## config.mk

```make
export PLATFORM = sky130hd
export DESIGN_NAME = fsc_fiber_regs
export DESIGN_NICKNAME = d
export VERILOG_FILES = /design/src/rtl/fsc_pkg.sv /design/src/rtl/fsc_fiber_regs.sv /design/src/rtl/fsc_sync.sv
export SDC_FILE = /design/constraint.sdc
export NUM_CORES = 1
export LEC_CHECK = 0
export BUFFER_PORTS_ARGS = -buffer_cell sky130_fd_sc_hd__buf_2
export CAP_MARGIN = 10
export CORE_ASPECT_RATIO = 1.2
export CORE_MARGIN = 5
export CORE_UTILIZATION = 30
export DETAILED_ROUTE_END_ITERATION = 12
export GPL_ROUTABILITY_DRIVEN = 0
export MAX_ROUTING_LAYER = met4
export PLACE_DENSITY = 0.66
export SLEW_MARGIN = 15
export SYNTH_ARGS = -nofsm -noshare
export SYNTH_HDL_FRONTEND = slang
export SYNTH_HIERARCHICAL = 1
export SYNTH_SLANG_ARGS = --single-unit
```

## constraint.sdc

```tcl
create_clock -name mclk -period 4.22 [get_ports mclk]
set_clock_uncertainty 0.05 [all_clocks]
set_input_delay 0.211 -clock mclk [delete_from_list [all_inputs] [get_ports mclk]]
set_output_delay 0.211 -clock mclk [all_outputs]
set_load 0.02 [all_outputs]
```

## src/rtl/fsc_pkg.sv

```systemverilog
// How it works
// RULE1 - setting the soft reset bit resets fiber logic, bit self-clears when done
// RULE2 - loopback bit loops MAC data back in FX, BX and both bridge modes
// RULE3 - two-bit rate code, low bit 13, high bit 6; straps load it
// RULE4 - in SGMII modes the rate code forces speed only with negotiation off
// RULE5 - negotiation enable bit acts in BX and bridge modes; strap loads it, resets 1
// RULE6 - power-down bit powers serial side down and holds fiber logic in reset; the code does so only in FX, BX and both bridge modes
// RULE7 - isolate bit isolates MAC port in BX, FX, parallel-to-serial bridge only
// RULE8 - writing restart bit restarts negotiation in SGMII and BX; hardware clears it
// RULE9 - forced duplex bit selects half or full, only in MII-to-FX mode
// RULE10 - collision self test asserts collision whenever transmit enable is high
// RULE11 - status reads 1 in FX duplex abilities, 0 in T4, 10M, T2 bits
// RULE12 - status reads 1 in extended status, short preamble, extended capability bits
// RULE13 - negotiation done bit reads 1 once negotiation has finished
// RULE14 - far fault bit reads 1 when a remote fault has been detected
// RULE15 - link bit shows FX link in FX modes, BX link in BX modes
// RULE16 - parallel-to-serial bridge link needs serial and partner link when negotiating
// RULE17 - serial-to-parallel bridge link bit shows the partner link
// RULE18 - negotiation capable reads 1, jabber flag reads 0
// RULE19 - one register space serves fiber, both bridges and media converters
// RULE20 - three-bit operation mode field selects the operating mode
package fsc_pkg;

    // register indices; byte address is four times the index
    localparam logic [11:0] FSC_CTRL_IDX = 12'h0c00;
    localparam logic [11:0] FSC_STS_IDX = 12'h0c01;
    localparam logic [11:0] FSC_MODE_IDX = 12'h0c1f;
    localparam logic [15:0] FSC_CTRL_ADDR = {2'b00, FSC_CTRL_IDX, 2'b00};
    localparam logic [15:0] FSC_STS_ADDR = {2'b00, FSC_STS_IDX, 2'b00};
    localparam logic [15:0] FSC_MODE_ADDR = {2'b00, FSC_MODE_IDX, 2'b00};

    localparam logic [15:0] FSC_CTRL_RESET = 16'h1140;
    localparam logic [15:0] FSC_STS_RESET = 16'h6149;
    // constant ones of the status word
    localparam logic [15:0] FSC_STS_FIXED = 16'h6149;
    localparam logic [2:0] FSC_MODE_RESET = 3'h0;

    // control field positions
    localparam int FSC_C_SOFT_RESET = 15;
    localparam int FSC_C_LOOP = 14;
    localparam int FSC_C_RATE_LOW = 13;
    localparam int FSC_C_NEG_EN = 12;
    localparam int FSC_C_POWER_DOWN = 11;
    localparam int FSC_C_ISOLATE = 10;
    localparam int FSC_C_RESTART = 9;
    localparam int FSC_C_DUPLEX = 8;
    localparam int FSC_C_COL_TEST = 7;
    localparam int FSC_C_RATE_HIGH = 6;

    // status field positions
    localparam int FSC_S_NEG_DONE = 5;
    localparam int FSC_S_FAR_FAULT = 4;
    localparam int FSC_S_LINK_UP = 2;

    // operation mode codes
    localparam logic [2:0] FSC_MODE_PAR_COPPER = 3'h0;
    localparam logic [2:0] FSC_MODE_PAR_BX = 3'h1;
    localparam logic [2:0] FSC_MODE_PAR_FX = 3'h2;
    localparam logic [2:0] FSC_MODE_PAR_SGMII = 3'h3;
    localparam logic [2:0] FSC_MODE_MC_BX = 3'h4;
    localparam logic [2:0] FSC_MODE_MC_FX = 3'h5;
    localparam logic [2:0] FSC_MODE_SGMII_COPPER = 3'h6;
    localparam logic [2:0] FSC_MODE_RESERVED = 3'h7;

    // timing
    localparam int FSC_CLK_MHZ = 125;
    localparam int FSC_SOFT_RST_NS = 128;
    localparam int FSC_SOFT_RST_CYC = (FSC_SOFT_RST_NS * FSC_CLK_MHZ + 999) / 1000;
    localparam int FSC_SYNC_STAGES = 2;
    localparam logic [1:0] FSC_STRAP_SETTLE_CYC = 2'h3;

    typedef enum logic [0:0] {
        FSC_RST_IDLE,
        FSC_RST_HOLD
    } fsc_rst_state_t;

endpackage

```

## src/rtl/fsc_fiber_regs.sv

```systemverilog
// Our own choice: register access over APB.
module fsc_fiber_regs
    import fsc_pkg::*;
#(
    parameter int SOFT_RST_CYC = FSC_SOFT_RST_CYC
) (
    input wire logic mclk,
    input wire logic reset_n,
    input wire logic psel,
    input wire logic penable,
    input wire logic pwrite,
    input wire logic [15:0] paddr,
    input wire logic [31:0] pwdata,
    input wire logic [3:0] pstrb,
    output logic [31:0] prdata,
    output logic pready,
    output logic pslverr,
    input wire logic strap_negotiation_enable,
    input wire logic [1:0] strap_rate_code,
    input wire logic mac_tx_enable,
    input wire logic line_collision,
    input wire logic negotiation_done_in,
    input wire logic far_fault_in,
    input wire logic fx_link_up,
    input wire logic bx_link_up,
    input wire logic serial_link_up,
    input wire logic partner_link_up,
    input wire logic [1:0] negotiated_rate,
    output logic fiber_logic_reset,
    output logic mac_side_loop_enable,
    output logic [1:0] link_rate,
    output logic negotiation_enable,
    output logic negotiation_restart,
    output logic serial_power_down,
    output logic mac_port_isolate,
    output logic forced_duplex,
    output logic collision,
    output logic [2:0] operation_mode_select
);

    localparam int CNT_W = $clog2(SOFT_RST_CYC + 1);
    localparam logic [CNT_W-1:0] RST_LAST = CNT_W'(SOFT_RST_CYC - 1);

    logic [15:0] ctrl_reg;
    logic [15:0] ctrl_next;
    logic [2:0] mode_reg;
    logic [2:0] mode_next;
    logic [31:0] prdata_reg;
    logic pslverr_reg;
    fsc_rst_state_t rst_state_reg;
    logic [CNT_W-1:0] rst_cnt_reg;
    logic rst_done;
    logic [1:0] strap_cnt_reg;
    logic strap_loaded_reg;
    logic strap_load;
    logic [2:0] strap_sync;
    logic tx_sync;
    logic [15:0] sts_word;
    logic link_now;
    logic is_bx;
    logic is_fx;
    logic is_p2s;
    logic is_s2p;
    logic is_sgmii;
    logic setup_phase;
    logic access_phase;
    logic hit_ctrl;
    logic hit_sts;
    logic hit_mode;
    logic wr_ctrl;
    logic wr_mode;
    logic [15:0] wr_mask;
    logic [15:0] ctrl_written;
    logic [1:0] rate_code;

    // pins from outside the clock domain
    fsc_sync #(
        .WIDTH(3)
    ) u_strap_sync (
        .mclk(mclk),
        .reset_n(reset_n),
        .async_in({strap_negotiation_enable, strap_rate_code}),
        .sync_out(strap_sync)
    );

    fsc_sync #(
        .WIDTH(1)
    ) u_tx_sync (
        .mclk(mclk),
        .reset_n(reset_n),
        .async_in(mac_tx_enable),
        .sync_out(tx_sync)
    );

    // mode decode shared by every mode-dependent control but forced duplex
    always_comb begin
        is_bx = (mode_reg == FSC_MODE_PAR_BX) || (mode_reg == FSC_MODE_MC_BX); // [RULE20]
        is_fx = (mode_reg == FSC_MODE_PAR_FX) || (mode_reg == FSC_MODE_MC_FX); // [RULE20]
        is_p2s = (mode_reg == FSC_MODE_PAR_SGMII); // [RULE20]
        is_s2p = (mode_reg == FSC_MODE_SGMII_COPPER); // [RULE20]
        is_sgmii = is_p2s || is_s2p;
    end

    // apb decode; the one register set is shared by all fiber and bridge modes
    always_comb begin
        setup_phase = psel && !penable;
        access_phase = psel && penable;
        hit_ctrl = (paddr == FSC_CTRL_ADDR); // [RULE19]
        hit_sts = (paddr == FSC_STS_ADDR);
        hit_mode = (paddr == FSC_MODE_ADDR);
        wr_ctrl = access_phase && pwrite && hit_ctrl;
        wr_mode = access_phase && pwrite && hit_mode;
        wr_mask = {{8{pstrb[1]}}, {8{pstrb[0]}}};
    end

    // straps are caught a few cycles after release, once the synchroniser has filled
    always_ff @(posedge mclk or negedge reset_n) begin
        if (!reset_n) begin
            strap_cnt_reg <= 2'h0;
            strap_loaded_reg <= 1'b0;
        end else begin
            if (!strap_loaded_reg) begin
                strap_cnt_reg <= strap_cnt_reg + 2'h1;
            end
            if (strap_load) begin
                strap_loaded_reg <= 1'b1;
            end
        end
    end

    assign strap_load = !strap_loaded_reg && (strap_cnt_reg == FSC_STRAP_SETTLE_CYC);

    // soft reset sequencer
    always_ff @(posedge mclk or negedge reset_n) begin
        if (!reset_n) begin
            rst_state_reg <= FSC_RST_IDLE;
            rst_cnt_reg <= '0;
        end else begin
            unique case (rst_state_reg)
                FSC_RST_IDLE: begin
                    if (ctrl_reg[FSC_C_SOFT_RESET]) begin
                        rst_state_reg <= FSC_RST_HOLD; // [RULE1]
                        rst_cnt_reg <= '0;
                    end
                end
                FSC_RST_HOLD: begin
                    if (rst_cnt_reg == RST_LAST) begin
                        rst_state_reg <= FSC_RST_IDLE; // [RULE1]
                    end else begin
                        rst_cnt_reg <= rst_cnt_reg + CNT_W'(1);
                    end
                end
            endcase
        end
    end

    assign rst_done = (rst_state_reg == FSC_RST_HOLD) && (rst_cnt_reg == RST_LAST);

    // control word next value: hardware effects, then the write merged by byte lanes on top
    always_comb begin
        ctrl_written = (ctrl_reg & ~wr_mask) | (pwdata[15:0] & wr_mask);
        ctrl_next = ctrl_reg;
        if (strap_load) begin
            ctrl_next[FSC_C_NEG_EN] = strap_sync[2]; // [RULE5]
            ctrl_next[FSC_C_RATE_HIGH] = strap_sync[1]; // [RULE3]
            ctrl_next[FSC_C_RATE_LOW] = strap_sync[0]; // [RULE3]
        end
        // self-clearing bits drop unless the same cycle writes them again
        if (rst_done) begin
            ctrl_next[FSC_C_SOFT_RESET] = 1'b0; // [RULE1]
        end
        if (ctrl_reg[FSC_C_RESTART]) begin
            ctrl_next[FSC_C_RESTART] = 1'b0; // [RULE8]
        end
        if (wr_ctrl) begin
            ctrl_next = ctrl_written;
            // a busy soft reset is not cleared by a write of zero
            if (rst_state_reg == FSC_RST_HOLD && !rst_done) begin
                ctrl_next[FSC_C_SOFT_RESET] = ctrl_reg[FSC_C_SOFT_RESET];
            end
        end
    end

    always_comb begin
        mode_next = mode_reg;
        if (wr_mode && pstrb[0]) begin
            mode_next = pwdata[2:0]; // [RULE20]
        end
    end

    always_ff @(posedge mclk or negedge reset_n) begin
        if (!reset_n) begin
            ctrl_reg <= FSC_CTRL_RESET; // [RULE5] [RULE9]
            mode_reg <= FSC_MODE_RESET;
        end else begin
            ctrl_reg <= ctrl_next;
            mode_reg <= mode_next;
        end
    end

    // link indication by mode
    always_comb begin
        link_now = 1'b0;
        if (is_fx) begin
            link_now = fx_link_up; // [RULE15]
        end else if (is_bx) begin
            link_now = bx_link_up; // [RULE15]
        end else if (is_p2s) begin
            if (ctrl_reg[FSC_C_NEG_EN]) begin
                link_now = serial_link_up && partner_link_up; // [RULE16]
            end else begin
                link_now = serial_link_up; // [RULE16]
            end
        end else if (is_s2p) begin
            link_now = partner_link_up; // [RULE17]
        end
    end

    // constant bits give the fixed abilities; live bits from the coding logic
    always_comb begin
        sts_word = FSC_STS_FIXED; // [RULE11] [RULE12] [RULE18]
        sts_word[FSC_S_NEG_DONE] = negotiation_done_in; // [RULE13]
        sts_word[FSC_S_FAR_FAULT] = far_fault_in; // [RULE14]
        sts_word[FSC_S_LINK_UP] = link_now;
    end

    // read data captured in setup so it comes from a flip-flop with zero wait
    always_ff @(posedge mclk or negedge reset_n) begin
        if (!reset_n) begin
            prdata_reg <= 32'h0000_0000;
            pslverr_reg <= 1'b0;
        end else if (setup_phase) begin
            pslverr_reg <= !(hit_ctrl || hit_sts || hit_mode);
            if (pwrite) begin
                prdata_reg <= 32'h0000_0000;
            end else if (hit_ctrl) begin
                prdata_reg <= {16'h0000, ctrl_reg};
            end else if (hit_sts) begin
                prdata_reg <= {16'h0000, sts_word};
            end else if (hit_mode) begin
                prdata_reg <= {29'h0000_0000, mode_reg};
            end else begin
                prdata_reg <= 32'h0000_0000;
            end
        end
    end

    assign prdata = prdata_reg;
    assign pready = 1'b1;
    assign pslverr = access_phase && pslverr_reg;

    // effective link rate; in SGMII the negotiated rate wins while negotiating
    always_comb begin
        rate_code = {ctrl_reg[FSC_C_RATE_HIGH], ctrl_reg[FSC_C_RATE_LOW]}; // [RULE3]
        if (is_sgmii && ctrl_reg[FSC_C_NEG_EN]) begin
            rate_code = negotiated_rate; // [RULE4]
        end
    end

    // registered control outputs toward the coding logic
    always_ff @(posedge mclk or negedge reset_n) begin
        if (!reset_n) begin
            fiber_logic_reset <= 1'b1;
            mac_side_loop_enable <= 1'b0;
            link_rate <= 2'h0;
            negotiation_enable <= 1'b0;
            negotiation_restart <= 1'b0;
            serial_power_down <= 1'b0;
            mac_port_isolate <= 1'b0;
            forced_duplex <= 1'b1;
            collision <= 1'b0;
            operation_mode_select <= FSC_MODE_RESET;
        end else begin
            // power-down also keeps the datapath in reset, not the registers
            fiber_logic_reset <= (rst_state_reg == FSC_RST_HOLD) // [RULE1]
                || (ctrl_reg[FSC_C_POWER_DOWN] && (is_bx || is_fx || is_sgmii)); // [RULE6]
            mac_side_loop_enable <= ctrl_reg[FSC_C_LOOP]
                && (is_bx || is_fx || is_sgmii); // [RULE2]
            link_rate <= rate_code;
            negotiation_enable <= ctrl_reg[FSC_C_NEG_EN] && (is_bx || is_sgmii); // [RULE5]
            negotiation_restart <= ctrl_reg[FSC_C_RESTART] && (is_bx || is_sgmii); // [RULE8]
            serial_power_down <= ctrl_reg[FSC_C_POWER_DOWN]
                && (is_bx || is_fx || is_sgmii); // [RULE6]
            mac_port_isolate <= ctrl_reg[FSC_C_ISOLATE] && (is_bx || is_fx || is_p2s); // [RULE7]
            // outside the MII-to-FX mode the duplex stays full
            if (mode_reg == FSC_MODE_PAR_FX) begin
                forced_duplex <= ctrl_reg[FSC_C_DUPLEX]; // [RULE9]
            end else begin
                forced_duplex <= 1'b1;
            end
            if (ctrl_reg[FSC_C_COL_TEST]) begin
                collision <= tx_sync; // [RULE10]
            end else begin
                collision <= line_collision;
            end
            operation_mode_select <= mode_reg; // [RULE20]
        end
    end

endmodule

```

## src/rtl/fsc_sync.sv

```systemverilog
module fsc_sync #(
    parameter int WIDTH = 1
) (
    input wire logic mclk,
    input wire logic reset_n,
    input wire logic [WIDTH-1:0] async_in,
    output logic [WIDTH-1:0] sync_out
);

    logic [WIDTH-1:0] meta_reg;
    logic [WIDTH-1:0] sync_reg;

    // first stage feeds the second stage only
    always_ff @(posedge mclk or negedge reset_n) begin
        if (!reset_n) begin
            meta_reg <= '0;
            sync_reg <= '0;
        end else begin
            meta_reg <= async_in;
            sync_reg <= meta_reg;
        end
    end

    assign sync_out = sync_reg;

endmodule

```

==> flow_summary_export.csv <==
group,metric,value,unit
pwr,p_int,1.21,mW
finish,drive_gt1_share,35.2,%
route,vias,2287,
sta,whs,14.9,ps
clocking,numClockSinks,66,
sta,timing.fmax,473,MHz
worst_setup_path,critPathSlowestCell,"nor4_1",
finish,diodes,0,
sta,slew_headroom,40.1,%
floorplan,num_rows,40,
floorplan,start_util,30.5,%
grt,grt_pass1_wl,11.6,mm
grt,grt_use_total,12.8,%
worst_setup_path,cp_data_arrival_time,2270,ps
clocking,cts_tree,"built",
sta,fin_crit_sh,50.1,%
finish,final_area,3800,sq um
yosys,synth_enable_flop_cells,0,
route,finalWirelength,7.34,mm
grt,grt_overflow,0,
route,viasPerCell,4.65,
worst_setup_path,end_kind,"register",
clocking,h-tree-depth,3,
worst_setup_path,required,4370,ps
clocking,numCtsBuffers,9,
worst_setup_path,crit_chain,"buf_2 > nor4_1 > nand2_1 > nor3_4 > mux2_2",
clocking,root_buffer,"clkbuf_16",
sta,setup_viol,0,
route,final_antenna_net_count,0,
sta,drv_slew,0,
grt,grt_pass1_vias,2334,
route,dr.pass1.iters,4,
worst_setup_path,crit_fanout,9,
worst_setup_path,cp-start-kind,"input pin",
sta,setup_tns,0,ps
pwr,p_sw,0.381,mW
floorplan,io_pins,117,
pwr,p_leak,1.87,nW
yosys,yosys_warnings,6,
place,io_buffer_count,81,
yosys,ys_ff_latch,66,
floorplan,core,9910,sq um
yosys,synth_cell_types,49,
yosys,synth_common_cells,"dfrtp_1, nand2_1, buf_4",
floorplan,die_w,102,um
yosys,async_flop_share,100,%
yosys,synth.area.top_cells,"dfrtp_1, mux2_2, nand2_1, dfstp_2, buf_4",
job,maxCapViolCount,0,
pwr,peakVddDrop,0.000226,V
clocking,clk_pin_slew,50,ps
pwr,p_comb_share,11.2,%
yosys,syn_avg_cell_area,10.9,sq um
sta,worstMarginPinSlew,899,ps
clocking,ctsLongestPathBuffers,2,
yosys,synth_area,3020,sq um
sta,setup_slack,2100,ps
place,hpwl,5.39,mm
yosys,synth_area_leader_cell,"dfrtp_1",
place,place_ws,1770,ps
grt,antenna_found_initial,0,
sta,finalHoldViolCount,0,
pwr,switching_share,23.9,%
sta,rsz0062_at_grt,"no",
floorplan,die-height,120,um
finish,fin_nets,434,
route,wl_per_cell,14.9,um
finish,fillerInstances,990,
route,drc,0,
pwr,p_clk_share,43.9,%
finish,syn_to_final_growth,26.0,%
worst_setup_path,max_stage_delay,630,ps
finish,fin_util,38.4,%
yosys,synth.most_common_cell,"dfrtp_1",
worst_hold_path,hp-class,"in -> async",
route,drt_iter0_markers,87,
status,status,"finished, final reports clean",
worst_setup_path,critical_path_class,"in -> reg",
pwr,share_seq_of_total_power,44.9,%
pwr,powerDensity,418,nW/um^2
yosys,netlist.area_leader.share,50.6,%
place,dpl_cell_area,3480,sq um
grt,grt_max_degree,67,
clocking,cts_setup_buffers,0,
yosys,postSynthCellCount,276,
floorplan,dieArea,12200,sq um
clocking,clock_latency,320,ps
yosys,synthFlopType,"dfrtp_1",
yosys,ys_seq_area_share,54.9,%
sta,period_minus_slack,2120,ps
-- metal layers --
metal	up-vias	global-route usage (%)	wire (um)
li1	1106	-	-
met1	1106	15.8	3270
met3	6	3.95	350
met5	-	-	0
met2	69	20.2	3660
met4	0	3.41	63
-- final timing paths --
kind | from | end | slack, ps | cells after the start
max | paddr[4] | register | 2100 | 5
min | reset_n | u_tx_sync/meta_reg | 10 | 2
max reg2reg | rst_cnt_reg[0] | ctrl_reg[15] | 2170 | 7
min reg2reg | u_tx_sync/meta_reg | u_tx_sync/sync_out | 300 | 0
max in group asynchronous | reset_n | negotiation_enable | 3570 | 2
min in group mclk | pwdata[3] | register | 60 | 2
-- through the flow --
stage | power [mW] | std cells
after floorplan | 0.844 | 291
after global placement | 0.894 | 472
after detailed placement | 0.902 | 472
after CTS | 1.61 | 492
after global routing | 1.68 | 492
final | 1.59 | 492
-- cells by family after synthesis --
kind of cell / after synthesis / synth area share (%)
AO/OA/AOI/OAI: 38 / 8.29
XOR/XNOR: 4 / 1.16
adder cells (fa/ha/maj): 3 / 1.24
buffers and inverters: 33 / 6.30
flip-flops: 66 / 54.9
multiplexers: 23 / 8.42
other: 2 / 0.249
AND/OR/NAND/NOR: 107 / 19.4
-- placed cells by master, fill, tap and decap left out, types with 4 or more instances in the layout --
master         instances
o21ai_1                5
mux2_2                16
buf_2                 81
dfrtp_1               61
mux2i_1                4
nand2_1               42
conb_1                17
nor2b_1                4
nor3_1                 9
inv_1                  5
nand2b_1               7
a21oi_1                5
clkbuf_16              9
nand4b_1               4
dlygate4sd3_1          4
o21ai_0               13
and3_1                 6
and2_1                 4
dfstp_2                5
nand3_1                7
nor2_1                 4
nand4_1                5
-- critical path, delay by kind of cell --
kind	cells	cell delay (ps)
AND/OR/NAND/NOR	3	1560
multiplexers	1	380
buffers and inverters	1	110
-- area by class of cell --
| class | instances | area, sq um | area share [%] |
|---|---|---|---|
| timing repair buffer | 87 | 460 | 12.1 |
| inverter | 5 | 18.8 | 0.494 |
| tap | 126 | 158 | 4.15 |
| clock inverter | 4 | 45.0 | 1.18 |
| sequential | 66 | 1660 | 43.6 |
| multi-input combinational | 192 | 1230 | 32.2 |
| clock buffer | 12 | 236 | 6.22 |
-- power by group through the flow --
stage                     registers [mW]  logic (mW)  clock network (mW)
after global routing               0.722       0.202               0.755
after CTS                          0.715       0.180               0.717
final                              0.714       0.178               0.699
after floorplan                    0.717       0.127                   0
after detailed placement           0.725       0.176                   0
after global placement             0.724       0.170                   0
-- timing repair --
action                                 CTS  global route
endpoints found under the hold margin    4             0
gates resized for setup                  0             0
hold buffers                             4             0
Note: power is estimated with default switching activity, not from simulation.
